===== src/pbum_pkg.sv =====
// Shared types and constants for the port B upper pin multiplexer.
// Assumes one clock, clk_sys, and a synchronous active-low reset.
package pbum_pkg;

    // Pin index within the six-bit slice: index 0 is port B bit 26
    localparam int PBUM_NPINS = 6;
    localparam int IDX_B26    = 0;
    localparam int IDX_B27    = 1;
    localparam int IDX_B28    = 2;
    localparam int IDX_B29    = 3;
    localparam int IDX_B30    = 4;
    localparam int IDX_B31    = 5;

    localparam int PBUM_FIFO_DEPTH = 4;

    // Function selected on one pin; meaning depends on the pin
    typedef enum logic [2:0] {
        FN_OFF       = 3'h0, // Pin idle, buffer in input mode
        FN_FCC_MII   = 3'h1, // Fast controller, MII signal
        FN_FCC_HDLC  = 3'h2, // Fast controller RTS, HDLC or transparent
        FN_SCC       = 3'h3, // Second serial controller
        FN_TDM       = 3'h4  // Serial interface 2, channel B2 or C2
    } pbum_fn_t;

    typedef struct packed {
        pbum_fn_t b31;
        pbum_fn_t b30;
        pbum_fn_t b29;
        pbum_fn_t b28;
        pbum_fn_t b27;
        pbum_fn_t b26;
    } pbum_sel_t;

    // One transmit word, taken from the FIFO per transmit tick
    typedef struct packed {
        logic mii_tx_er;
        logic mii_tx_en;
        logic scc_txd;
        logic l1_txd_b;
        logic l1_txd_c;
    } pbum_tx_t;

    localparam int PBUM_TX_W = $bits(pbum_tx_t);

    // Inputs handed to the peripherals, forced idle when unselected
    typedef struct packed {
        logic scc_rxd;
        logic mii_rx_dv;
        logic mii_rx_er;
        logic mii_col;
        logic mii_crs;
        logic l1_rxd_b;
        logic l1_rsync_b;
        logic l1_tsync_b;
        logic l1_rxd_c;
    } pbum_rx_t;

    // Idle levels: serial lines rest at mark, MII strobes low
    localparam logic     IDLE_SERIAL = 1'h1;
    localparam logic     IDLE_STROBE = 1'h0;
    localparam logic     RTS_IDLE_N  = 1'h1;
    localparam pbum_tx_t TX_IDLE     = '{mii_tx_er: 1'h0, mii_tx_en: 1'h0,
                                         scc_txd: 1'h1, l1_txd_b: 1'h1,
                                         l1_txd_c: 1'h1};
    localparam pbum_rx_t RX_IDLE     = '{scc_rxd: 1'h1, mii_rx_dv: 1'h0,
                                         mii_rx_er: 1'h0, mii_col: 1'h0,
                                         mii_crs: 1'h0, l1_rxd_b: 1'h1,
                                         l1_rsync_b: 1'h0, l1_tsync_b: 1'h0,
                                         l1_rxd_c: 1'h1};

    // Request-to-send handshake states
    typedef enum logic [1:0] {
        RS_IDLE  = 2'h0,
        RS_REQ   = 2'h1,
        RS_GRANT = 2'h2
    } pbum_rts_st_t;

    localparam int RTS_FCC = 0;
    localparam int RTS_SCC = 1;

endpackage


===== src/pbum_fifo.sv =====
// Small synchronous FIFO with valid/ready on both sides.
// Assumes DEPTH is a power of two; one clock, synchronous reset.
`timescale 1ns/1ns
module pbum_fifo #(
    parameter int WIDTH = 5,
    parameter int DEPTH = 4
) (
    input  wire logic             clk_sys,
    input  wire logic             nrst,
    input  wire logic [WIDTH-1:0] in_data,
    input  wire logic             in_valid,
    output logic                  in_ready,
    output logic      [WIDTH-1:0] out_data,
    output logic                  out_valid,
    input  wire logic             out_ready
);
    localparam int AW = $clog2(DEPTH);
    localparam int CW = $clog2(DEPTH + 1);

    logic [WIDTH-1:0] mem_q [DEPTH];
    logic [AW-1:0]    wr_q, wr_d, rd_q, rd_d;
    logic [CW-1:0]    cnt_q, cnt_d;
    logic             push, pop;
    logic             ready_q, ready_d;

    // Ready is registered so the top's ready output comes from a flop
    assign in_ready  = ready_q;
    assign out_valid = (cnt_q != '0);
    assign out_data  = mem_q[rd_q];
    assign push      = in_valid && in_ready;
    assign pop       = out_valid && out_ready;

    always_comb begin
        wr_d  = push ? wr_q + AW'(1) : wr_q;
        rd_d  = pop ? rd_q + AW'(1) : rd_q;
        cnt_d = cnt_q;
        if (push && !pop) begin
            cnt_d = cnt_q + CW'(1);
        end else if (pop && !push) begin
            cnt_d = cnt_q - CW'(1);
        end
        ready_d = (cnt_d != CW'(DEPTH));
    end

    always_ff @(posedge clk_sys) begin
        if (!nrst) begin
            wr_q  <= '0;
            rd_q  <= '0;
            cnt_q <= '0;
            ready_q <= 1'h1;
        end else begin
            wr_q  <= wr_d;
            rd_q  <= rd_d;
            cnt_q <= cnt_d;
            ready_q <= ready_d;
        end
    end

    // Storage needs no reset; count guards every read
    always_ff @(posedge clk_sys) begin
        if (push) begin
            mem_q[wr_q] <= in_data;
        end
    end

endmodule


===== src/pbum_pad.sv =====
// One pin buffer: registered drive value, enable and input sample.
// Assumes the pin input is synchronous to clk_sys.
`timescale 1ns/1ns
module pbum_pad (
    input  wire logic clk_sys,
    input  wire logic nrst,
    input  wire logic drive_en,
    input  wire logic drive_val,
    input  wire logic pin_in,
    output logic      pin_out,
    output logic      pin_oe_n,
    output logic      pin_val
);
    logic out_q, out_d, oe_n_q, oe_n_d, in_q, in_d;

    always_comb begin
        out_d  = drive_en ? drive_val : 1'h0;
        oe_n_d = !drive_en;
        in_d   = pin_in;
    end

    // Reset leaves the buffer in input mode
    always_ff @(posedge clk_sys) begin
        if (!nrst) begin
            out_q  <= 1'h0;
            oe_n_q <= 1'h1;
            in_q   <= 1'h0;
        end else begin
            out_q  <= out_d;
            oe_n_q <= oe_n_d;
            in_q   <= in_d;
        end
    end

    assign pin_out  = out_q;
    assign pin_oe_n = oe_n_q;
    assign pin_val  = in_q;

endmodule


===== src/pbum_top.sv =====
// Pin multiplexer for port B bits 31 down to 26.
// Assumes selections change only while the affected peripherals idle.
//
// What this block does
// - Bit 31: MII TX_ER, serial rxd, B2 txd
// - Drive TX_ER to force a medium error
// - Bit 30: serial txd, MII RX_DV, B2 rxd
// - Carrier without RX_DV means broken header
// - Bit 29: MII TX_EN or B2 receive sync
// - TX_EN high while transmit data is driven
// - Bit 28: RTS, RX_ER, RTS/SCC_ETHERNET_TX_ENABLE, B2 sync
// - Fast controller RTS low, CTS low grants
// - Serial RTS low, CTS grants; SCC_ETHERNET_TX_ENABLE in Ethernet
// - Bit 27: MII collision input or C2 txd
// - Bit 26: MII carrier input or C2 rxd
// - Channels B2, C2 carry single serial streams
`timescale 1ns/1ns
module pbum_top
    import pbum_pkg::*;
#(
    parameter int FIFO_DEPTH = PBUM_FIFO_DEPTH
) (
    input  wire logic                  clk_sys,
    input  wire logic                  nrst,
    input  wire pbum_sel_t             fn_sel,
    input  wire logic                  scc_eth_mode,
    input  wire pbum_tx_t              tx_word,
    input  wire logic                  tx_valid,
    output logic                       tx_ready,
    input  wire logic                  tx_tick,
    input  wire logic                  fcc_rts_req,
    input  wire logic                  fcc_cts_n,
    output logic                       fcc_grant,
    input  wire logic                  scc_rts_req,
    input  wire logic                  scc_cts_n,
    output logic                       scc_grant,
    input  wire logic                  scc_scc_ethernet_tx_enable,
    output pbum_rx_t                   rx_word,
    output logic                       mii_broken_hdr,
    input  wire logic [PBUM_NPINS-1:0] pin_in,
    output logic      [PBUM_NPINS-1:0] pin_out,
    output logic      [PBUM_NPINS-1:0] pin_oe_n
);

    // Direction of each pin's selected function; off or unknown is input
    function automatic logic pin_is_out(input int idx, input pbum_fn_t fn,
                                        input logic eth);
        logic o;
        o = 1'h0;
        case (idx)
            IDX_B31: o = (fn == FN_FCC_MII) || (fn == FN_TDM);
            IDX_B30: o = (fn == FN_SCC);
            IDX_B29: o = (fn == FN_FCC_MII);
            IDX_B28: o = (fn == FN_FCC_HDLC) || (fn == FN_SCC);
            IDX_B27: o = (fn == FN_TDM);
            default: o = 1'h0;
        endcase
        return o;
    endfunction

    function automatic pbum_fn_t fn_of(input int idx, input pbum_sel_t s);
        pbum_fn_t f;
        f = FN_OFF;
        case (idx)
            IDX_B31: f = s.b31;
            IDX_B30: f = s.b30;
            IDX_B29: f = s.b29;
            IDX_B28: f = s.b28;
            IDX_B27: f = s.b27;
            default: f = s.b26;
        endcase
        return f;
    endfunction

    // Transmit path: FIFO drained one word per tick
    pbum_tx_t fifo_out;
    logic     fifo_valid;
    logic     fifo_pop;
    pbum_tx_t txw_q, txw_d;

    pbum_fifo #(
        .WIDTH (PBUM_TX_W),
        .DEPTH (FIFO_DEPTH)
    ) u_fifo (
        .clk_sys   (clk_sys),
        .nrst      (nrst),
        .in_data   (tx_word),
        .in_valid  (tx_valid),
        .in_ready  (tx_ready),
        .out_data  (fifo_out),
        .out_valid (fifo_valid),
        .out_ready (fifo_pop)
    );

    assign fifo_pop = tx_tick;

    // Underrun on a tick drops TX_EN, so it never marks stale data
    always_comb begin
        txw_d = txw_q;
        if (tx_tick) begin
            txw_d = fifo_valid ? fifo_out : TX_IDLE;
        end
    end

    always_ff @(posedge clk_sys) begin
        if (!nrst) begin
            txw_q <= TX_IDLE;
        end else begin
            txw_q <= txw_d;
        end
    end

    // Request-to-send handshakes for both controllers
    logic [1:0]   rts_req;
    logic [1:0]   cts_n;
    logic [1:0]   rts_n;
    logic [1:0]   grant_q;
    logic [1:0]   grant_d;
    pbum_rts_st_t rts_st_q [2];
    pbum_rts_st_t rts_st_d [2];

    assign rts_req[RTS_FCC] = fcc_rts_req;
    assign rts_req[RTS_SCC] = scc_rts_req;
    assign cts_n[RTS_FCC]   = fcc_cts_n;
    assign cts_n[RTS_SCC]   = scc_cts_n;

    genvar r;
    generate
        for (r = 0; r < 2; r++) begin : g_rts
            // RTS runs independent of data timing
            always_comb begin
                rts_st_d[r] = rts_st_q[r];
                case (rts_st_q[r])
                    RS_IDLE: begin
                        if (rts_req[r]) begin
                            rts_st_d[r] = RS_REQ;
                        end
                    end
                    RS_REQ: begin
                        if (!rts_req[r]) begin
                            rts_st_d[r] = RS_IDLE;
                        end else if (!cts_n[r]) begin
                            rts_st_d[r] = RS_GRANT;
                        end
                    end
                    RS_GRANT: begin
                        if (!rts_req[r]) begin
                            rts_st_d[r] = RS_IDLE;
                        end
                    end
                    default: rts_st_d[r] = RS_IDLE;
                endcase
                grant_d[r] = (rts_st_d[r] == RS_GRANT);
                rts_n[r]   = (rts_st_q[r] == RS_IDLE);
            end

            always_ff @(posedge clk_sys) begin
                if (!nrst) begin
                    rts_st_q[r] <= RS_IDLE;
                    grant_q[r]  <= 1'h0;
                end else begin
                    rts_st_q[r] <= rts_st_d[r];
                    grant_q[r]  <= grant_d[r];
                end
            end
        end
    endgenerate

    assign fcc_grant = grant_q[RTS_FCC];
    assign scc_grant = grant_q[RTS_SCC];

    // Drive value per pin from the selected output function
    logic [PBUM_NPINS-1:0] drv_val;
    logic [PBUM_NPINS-1:0] drv_en;
    logic [PBUM_NPINS-1:0] pin_val;
    logic                  scc_b28;

    // Ethernet mode turns the serial RTS pin into transmit enable
    assign scc_b28 = scc_eth_mode ? scc_scc_ethernet_tx_enable : rts_n[RTS_SCC];

    always_comb begin
        drv_val = '0;
        case (fn_sel.b31)
            FN_FCC_MII: drv_val[IDX_B31] = txw_q.mii_tx_er;
            FN_TDM:     drv_val[IDX_B31] = txw_q.l1_txd_b;
            default:    drv_val[IDX_B31] = 1'h0;
        endcase
        case (fn_sel.b30)
            FN_SCC:     drv_val[IDX_B30] = txw_q.scc_txd;
            default:    drv_val[IDX_B30] = 1'h0;
        endcase
        case (fn_sel.b29)
            FN_FCC_MII: drv_val[IDX_B29] = txw_q.mii_tx_en;
            default:    drv_val[IDX_B29] = 1'h0;
        endcase
        case (fn_sel.b28)
            FN_FCC_HDLC: drv_val[IDX_B28] = rts_n[RTS_FCC];
            FN_SCC:      drv_val[IDX_B28] = scc_b28;
            default:     drv_val[IDX_B28] = 1'h0;
        endcase
        case (fn_sel.b27)
            FN_TDM:     drv_val[IDX_B27] = txw_q.l1_txd_c;
            default:    drv_val[IDX_B27] = 1'h0;
        endcase
    end

    genvar p;
    generate
        for (p = 0; p < PBUM_NPINS; p++) begin : g_pin
            // Only an output function may enable the buffer
            assign drv_en[p] = pin_is_out(p, fn_of(p, fn_sel),
                                          scc_eth_mode);

            pbum_pad u_pad (
                .clk_sys   (clk_sys),
                .nrst      (nrst),
                .drive_en  (drv_en[p]),
                .drive_val (drv_val[p]),
                .pin_in    (pin_in[p]),
                .pin_out   (pin_out[p]),
                .pin_oe_n  (pin_oe_n[p]),
                .pin_val   (pin_val[p])
            );
        end
    endgenerate

    // Receive side: each input reaches only its selected peripheral
    pbum_rx_t rx_q, rx_d;
    logic     hdr_q, hdr_d;

    always_comb begin
        rx_d = RX_IDLE;
        if (fn_sel.b31 == FN_SCC) begin
            rx_d.scc_rxd = pin_val[IDX_B31];
        end
        if (fn_sel.b30 == FN_FCC_MII) begin
            rx_d.mii_rx_dv = pin_val[IDX_B30];
        end
        if (fn_sel.b30 == FN_TDM) begin
            rx_d.l1_rxd_b = pin_val[IDX_B30];
        end
        if (fn_sel.b29 == FN_TDM) begin
            rx_d.l1_rsync_b = pin_val[IDX_B29];
        end
        if (fn_sel.b28 == FN_FCC_MII) begin
            rx_d.mii_rx_er = pin_val[IDX_B28];
        end
        if (fn_sel.b28 == FN_TDM) begin
            rx_d.l1_tsync_b = pin_val[IDX_B28];
        end
        if (fn_sel.b27 == FN_FCC_MII) begin
            rx_d.mii_col = pin_val[IDX_B27];
        end
        if (fn_sel.b26 == FN_FCC_MII) begin
            rx_d.mii_crs = pin_val[IDX_B26];
        end
        if (fn_sel.b26 == FN_TDM) begin
            rx_d.l1_rxd_c = pin_val[IDX_B26];
        end
        // Carrier without valid data is a damaged header, not frame data
        hdr_d = rx_d.mii_crs && !rx_d.mii_rx_dv;
    end

    always_ff @(posedge clk_sys) begin
        if (!nrst) begin
            rx_q  <= RX_IDLE;
            hdr_q <= 1'h0;
        end else begin
            rx_q  <= rx_d;
            hdr_q <= hdr_d;
        end
    end

    assign rx_word        = rx_q;
    assign mii_broken_hdr = hdr_q;

endmodule


===== config.mk =====
export PLATFORM = sky130hd
export DESIGN_NAME = pbum_top
export DESIGN_NICKNAME = d
export VERILOG_FILES = /design/src/pbum_pkg.sv /design/src/pbum_fifo.sv /design/src/pbum_pad.sv /design/src/pbum_top.sv
export SDC_FILE = /design/constraint.sdc
export NUM_CORES = 1
export LEC_CHECK = 0
export ABC_AREA = 1
export BUFFER_PORTS_ARGS = -buffer_cell sky130_fd_sc_hd__buf_2
export CAP_MARGIN = 10
export CORE_MARGIN = 2
export CORE_UTILIZATION = 45
export CTS_CLUSTER_DIAMETER = 120
export DETAILED_ROUTE_END_ITERATION = 6
export HOLD_SLACK_MARGIN = 0.1
export PLACE_DENSITY = 0.69
export SYNTH_ARGS = -nofsm -noshare
export SYNTH_HDL_FRONTEND = slang
export SYNTH_HIERARCHICAL = 1
export SYNTH_SLANG_ARGS = --single-unit

===== constraint.sdc =====
create_clock -name clk_sys -period 4.35 [get_ports clk_sys]
set_clock_uncertainty 0.15 [all_clocks]
set_input_delay 0.2175 -clock clk_sys [delete_from_list [all_inputs] [get_ports clk_sys]]
set_output_delay 0.2175 -clock clk_sys [all_outputs]
set_load 0.01 [all_outputs]

==> results.cfg <==
[critical_path]
cp-startpoint = fn_sel[15]
max_stage_delay_ps = 560
cp_data_required_time_ps = 4470
rrSetupSlack_ps = 2430
worst_setup_path_start_kind = input pin
slowest_stage = dlygate4sd3_1
r2r_cells = 5
crit_arrival_ps = 2400
path_cells = dlygate4sd3_1 -> buf_2 -> nor2_1 -> nand2_1 -> dlygate4sd3_1 -> nand2_1 -> dlygate4sd3_1 -> nand2_2 -> nor2_2
r2r_end = mii_broken_hdr$_SDFF_PN0_
crit_family = buffers and inverters
cp-end-kind = flip-flop
cpMostUsedCell = dlygate4sd3_1
path_buf_inv = 4
cp_num_cells = 9
rr_startpoint = g_pin[4].u_pad/pin_val$_SDFF_PN0_
worstSetupEndpoint = g_pin[5].u_pad/pin_out$_SDFF_PN0_
path_class = in -> reg
critPathMaxFanout = 4

[grt]
grt_pass1_vias = 2172
grt_antenna_before_repair = 0
grt_max_degree = 30
overflow = 0
grt.total_usage_pct = 19.12
grt_pass1_wl_mm = 9.218

[pwr]
peakVddDrop_uv = 223.8
cellPowerDensity_nw_per_um2 = 413.4
p_leak_nw = 1.716

[clocking]
clock-root-buffer = clkbuf_8
clock-sinks = 69
clk_pin_slew_ps = 70
cts.path.max_buffers = 2
ctsResizeCount = 0
cts.htree.levels = 3
cts-buffers-inserted = 9
postCtsSetupRepairBufs = 0
cts_tree = built
hold_buffers = 46
clkLatencyLatePin_ps = 340

[sta]
drv_slew = 0
setup_ws_ps = 2069
min_period_ps = 2281
tns_ps = 0
tightest_slew_ps = 603.6
timing.final.crit_share_pct = 52.44
clock.fmax_mhz = 438.4
rsz0062_at_grt = false
finalSetupViolations = 0
hold_viol_final = 0
relSlewSlack_pct = 59.76

[synth]
synth_cell_types = 25
ys_top_cells_by_area = dfxtp_1 (37%), edfxtp_1 (23%), inv_1 (6.6%), nand2_1 (6.4%), nor2_1 (4.3%)
avgSynthCellArea_um2 = 9.196
yosysTopAreaCell = dfxtp_1
synth_edf_count = 20
synthCells = 286
syn_area_um2 = 2630
synth_seq_cells = 69
async_reset_ff_share_pct = 0
synthFlopType = dfxtp_1
ys_seq_area_share_pct = 60.13
yosysTopAreaCellShare_pct = 37.30
ys_warn_count = 6

[worst_hold_path]
worstHoldPathType = in -> reg

[placement]
port_buffers = 63
placed_area_um2 = 3015
place_hpwl_mm = 3.466
dp_slack_ps = 2755
place.gp.congestion = 0.7880

[cells_and_area]
drive_gt1_share_pct = 23.47
num_antenna_cells = 0
areaGrowthSynthToFinish_pct = 39.53
final_common_cell = buf_2
final_area_um2 = 3670
nNetsFinal = 450
final_cell_mix = buf_2 (63), dfxtp_1 (49), inv_1 (46), dlygate4sd3_1 (46), nand2_1 (45)

[floorplanning]
fp-row-count = 27
die_area_um2 = 6472
die_w_um = 80.45
die_h_um = 80.45
start_util_pct = 47.18
pin_count = 64
fp.coreArea_um2 = 5574

[drt]
vias = 2181
drt_wl_total_mm = 5.543
drc = 0
viasPerCell = 4.534
ant_nets = 0
wire_per_inst_um = 11.52
firstDrtPassIters = 4
drt_iter0_markers = 50

[job]
max_cap_viol_count = 0

[run_status]
outcome = completed
## cells by family after synthesis
group	Yosys count	synth area share, %
fa+ha+maj	7	3.330
flops	69	60.13
compound gates	37	7.517
other cells	1	0.1426
simple gates	121	21.12
buf+inv	51	7.754
## layout make-up
cell class / count / area (µm²)
timing repair buffer: 109 / 775.7
multi-input combinational: 167 / 848.3
tap: 72 / 90.09
clock buffer: 12 / 145.1
sequential: 69 / 1582
inverter: 48 / 180.2
fill: 452 / 1904
clock inverter: 4 / 48.80
## power breakdown
part / leakage (nW) / switching, mW / internal [mW] / total, mW
sequential: 0.585 / 0.0296 / 0.713 / 0.742
combinational: 1.03 / 0.152 / 0.113 / 0.264
clock: 0.0969 / 0.230 / 0.280 / 0.511
## registers in the layout (all words and copies together), names as in the netlist, named ones only
register              cells
rts_st_q                  4
mii_broken_hdr            1
g_pin.u_pad/pin_oe_n      6
g_pin.u_pad/pin_val       6
fcc_grant                 1
u_fifo/wr_q               2
u_fifo/rd_q               2
rx_word                   9
g_pin.u_pad/pin_out       6
u_fifo/cnt_q              3
scc_grant                 1
txw_q                     5
u_fifo/mem_q             20
u_fifo/in_ready           1
## layer usage
layer,share of wire (%),track usage (%)
met1,42,20.66
met2,49,33.83
met3,5.7,4.045
met4,2.8,11.86
met5,0,0
## per-stage QoR
step | hold slack, ps | total power, mW | std cells | util, %
2_1_floorplan | 144.1 | 0.9255 | 287 | -
6_report | 116.8 | 1.517 | 481 | 65.84
3_3_place_gp | 250.3 | 0.9846 | 419 | 54.10
3_5_place_dp | 251.3 | 0.9916 | 419 | 54.10
4_1_cts | 106.2 | 1.529 | 481 | 65.84
5_1_grt | 140.6 | 1.603 | 481 | 65.84
## worst min path at each step
stage,startpoint,endpoint,slack (ps),cells after the start
3_5_place_dp,pin_in[5],g_pin[5].u_pad/pin_val$_SDFF_PN0_,250,3
6_report,scc_cts_n,scc_grant$_SDFF_PN0_,120,4
2_1_floorplan,fn_sel[10],rx_word[2]$_SDFF_PN0_,140,1
4_1_cts,scc_cts_n,scc_grant$_SDFF_PN0_,110,4
5_1_grt,scc_cts_n,scc_grant$_SDFF_PN0_,140,4
3_3_place_gp,fn_sel[10],rx_word[2]$_SDFF_PN0_,250,2
## worst reg2reg max path, delay by kind of cell (launching register included)
family | cells | cell delay, ps
AND/OR/NAND/NOR | 3 | 230
buffers and inverters | 2 | 1120
flip-flops | 1 | 330
## cells in the mapped netlist, types with 2 or more instances
cell type   n
nor2_2      7
nor2_1     30
and2_1      4
nor3_1      9
o21ai_0    16
inv_1      46
nand3b_1    2
a21oi_1    12
dfxtp_1    49
nand2_1    45
edfxtp_1   20
nand2_2     9
nand4_1     2
ha_1        7
nand3_1    11
o22ai_1     8
Power figures use the tool's default switching activity.
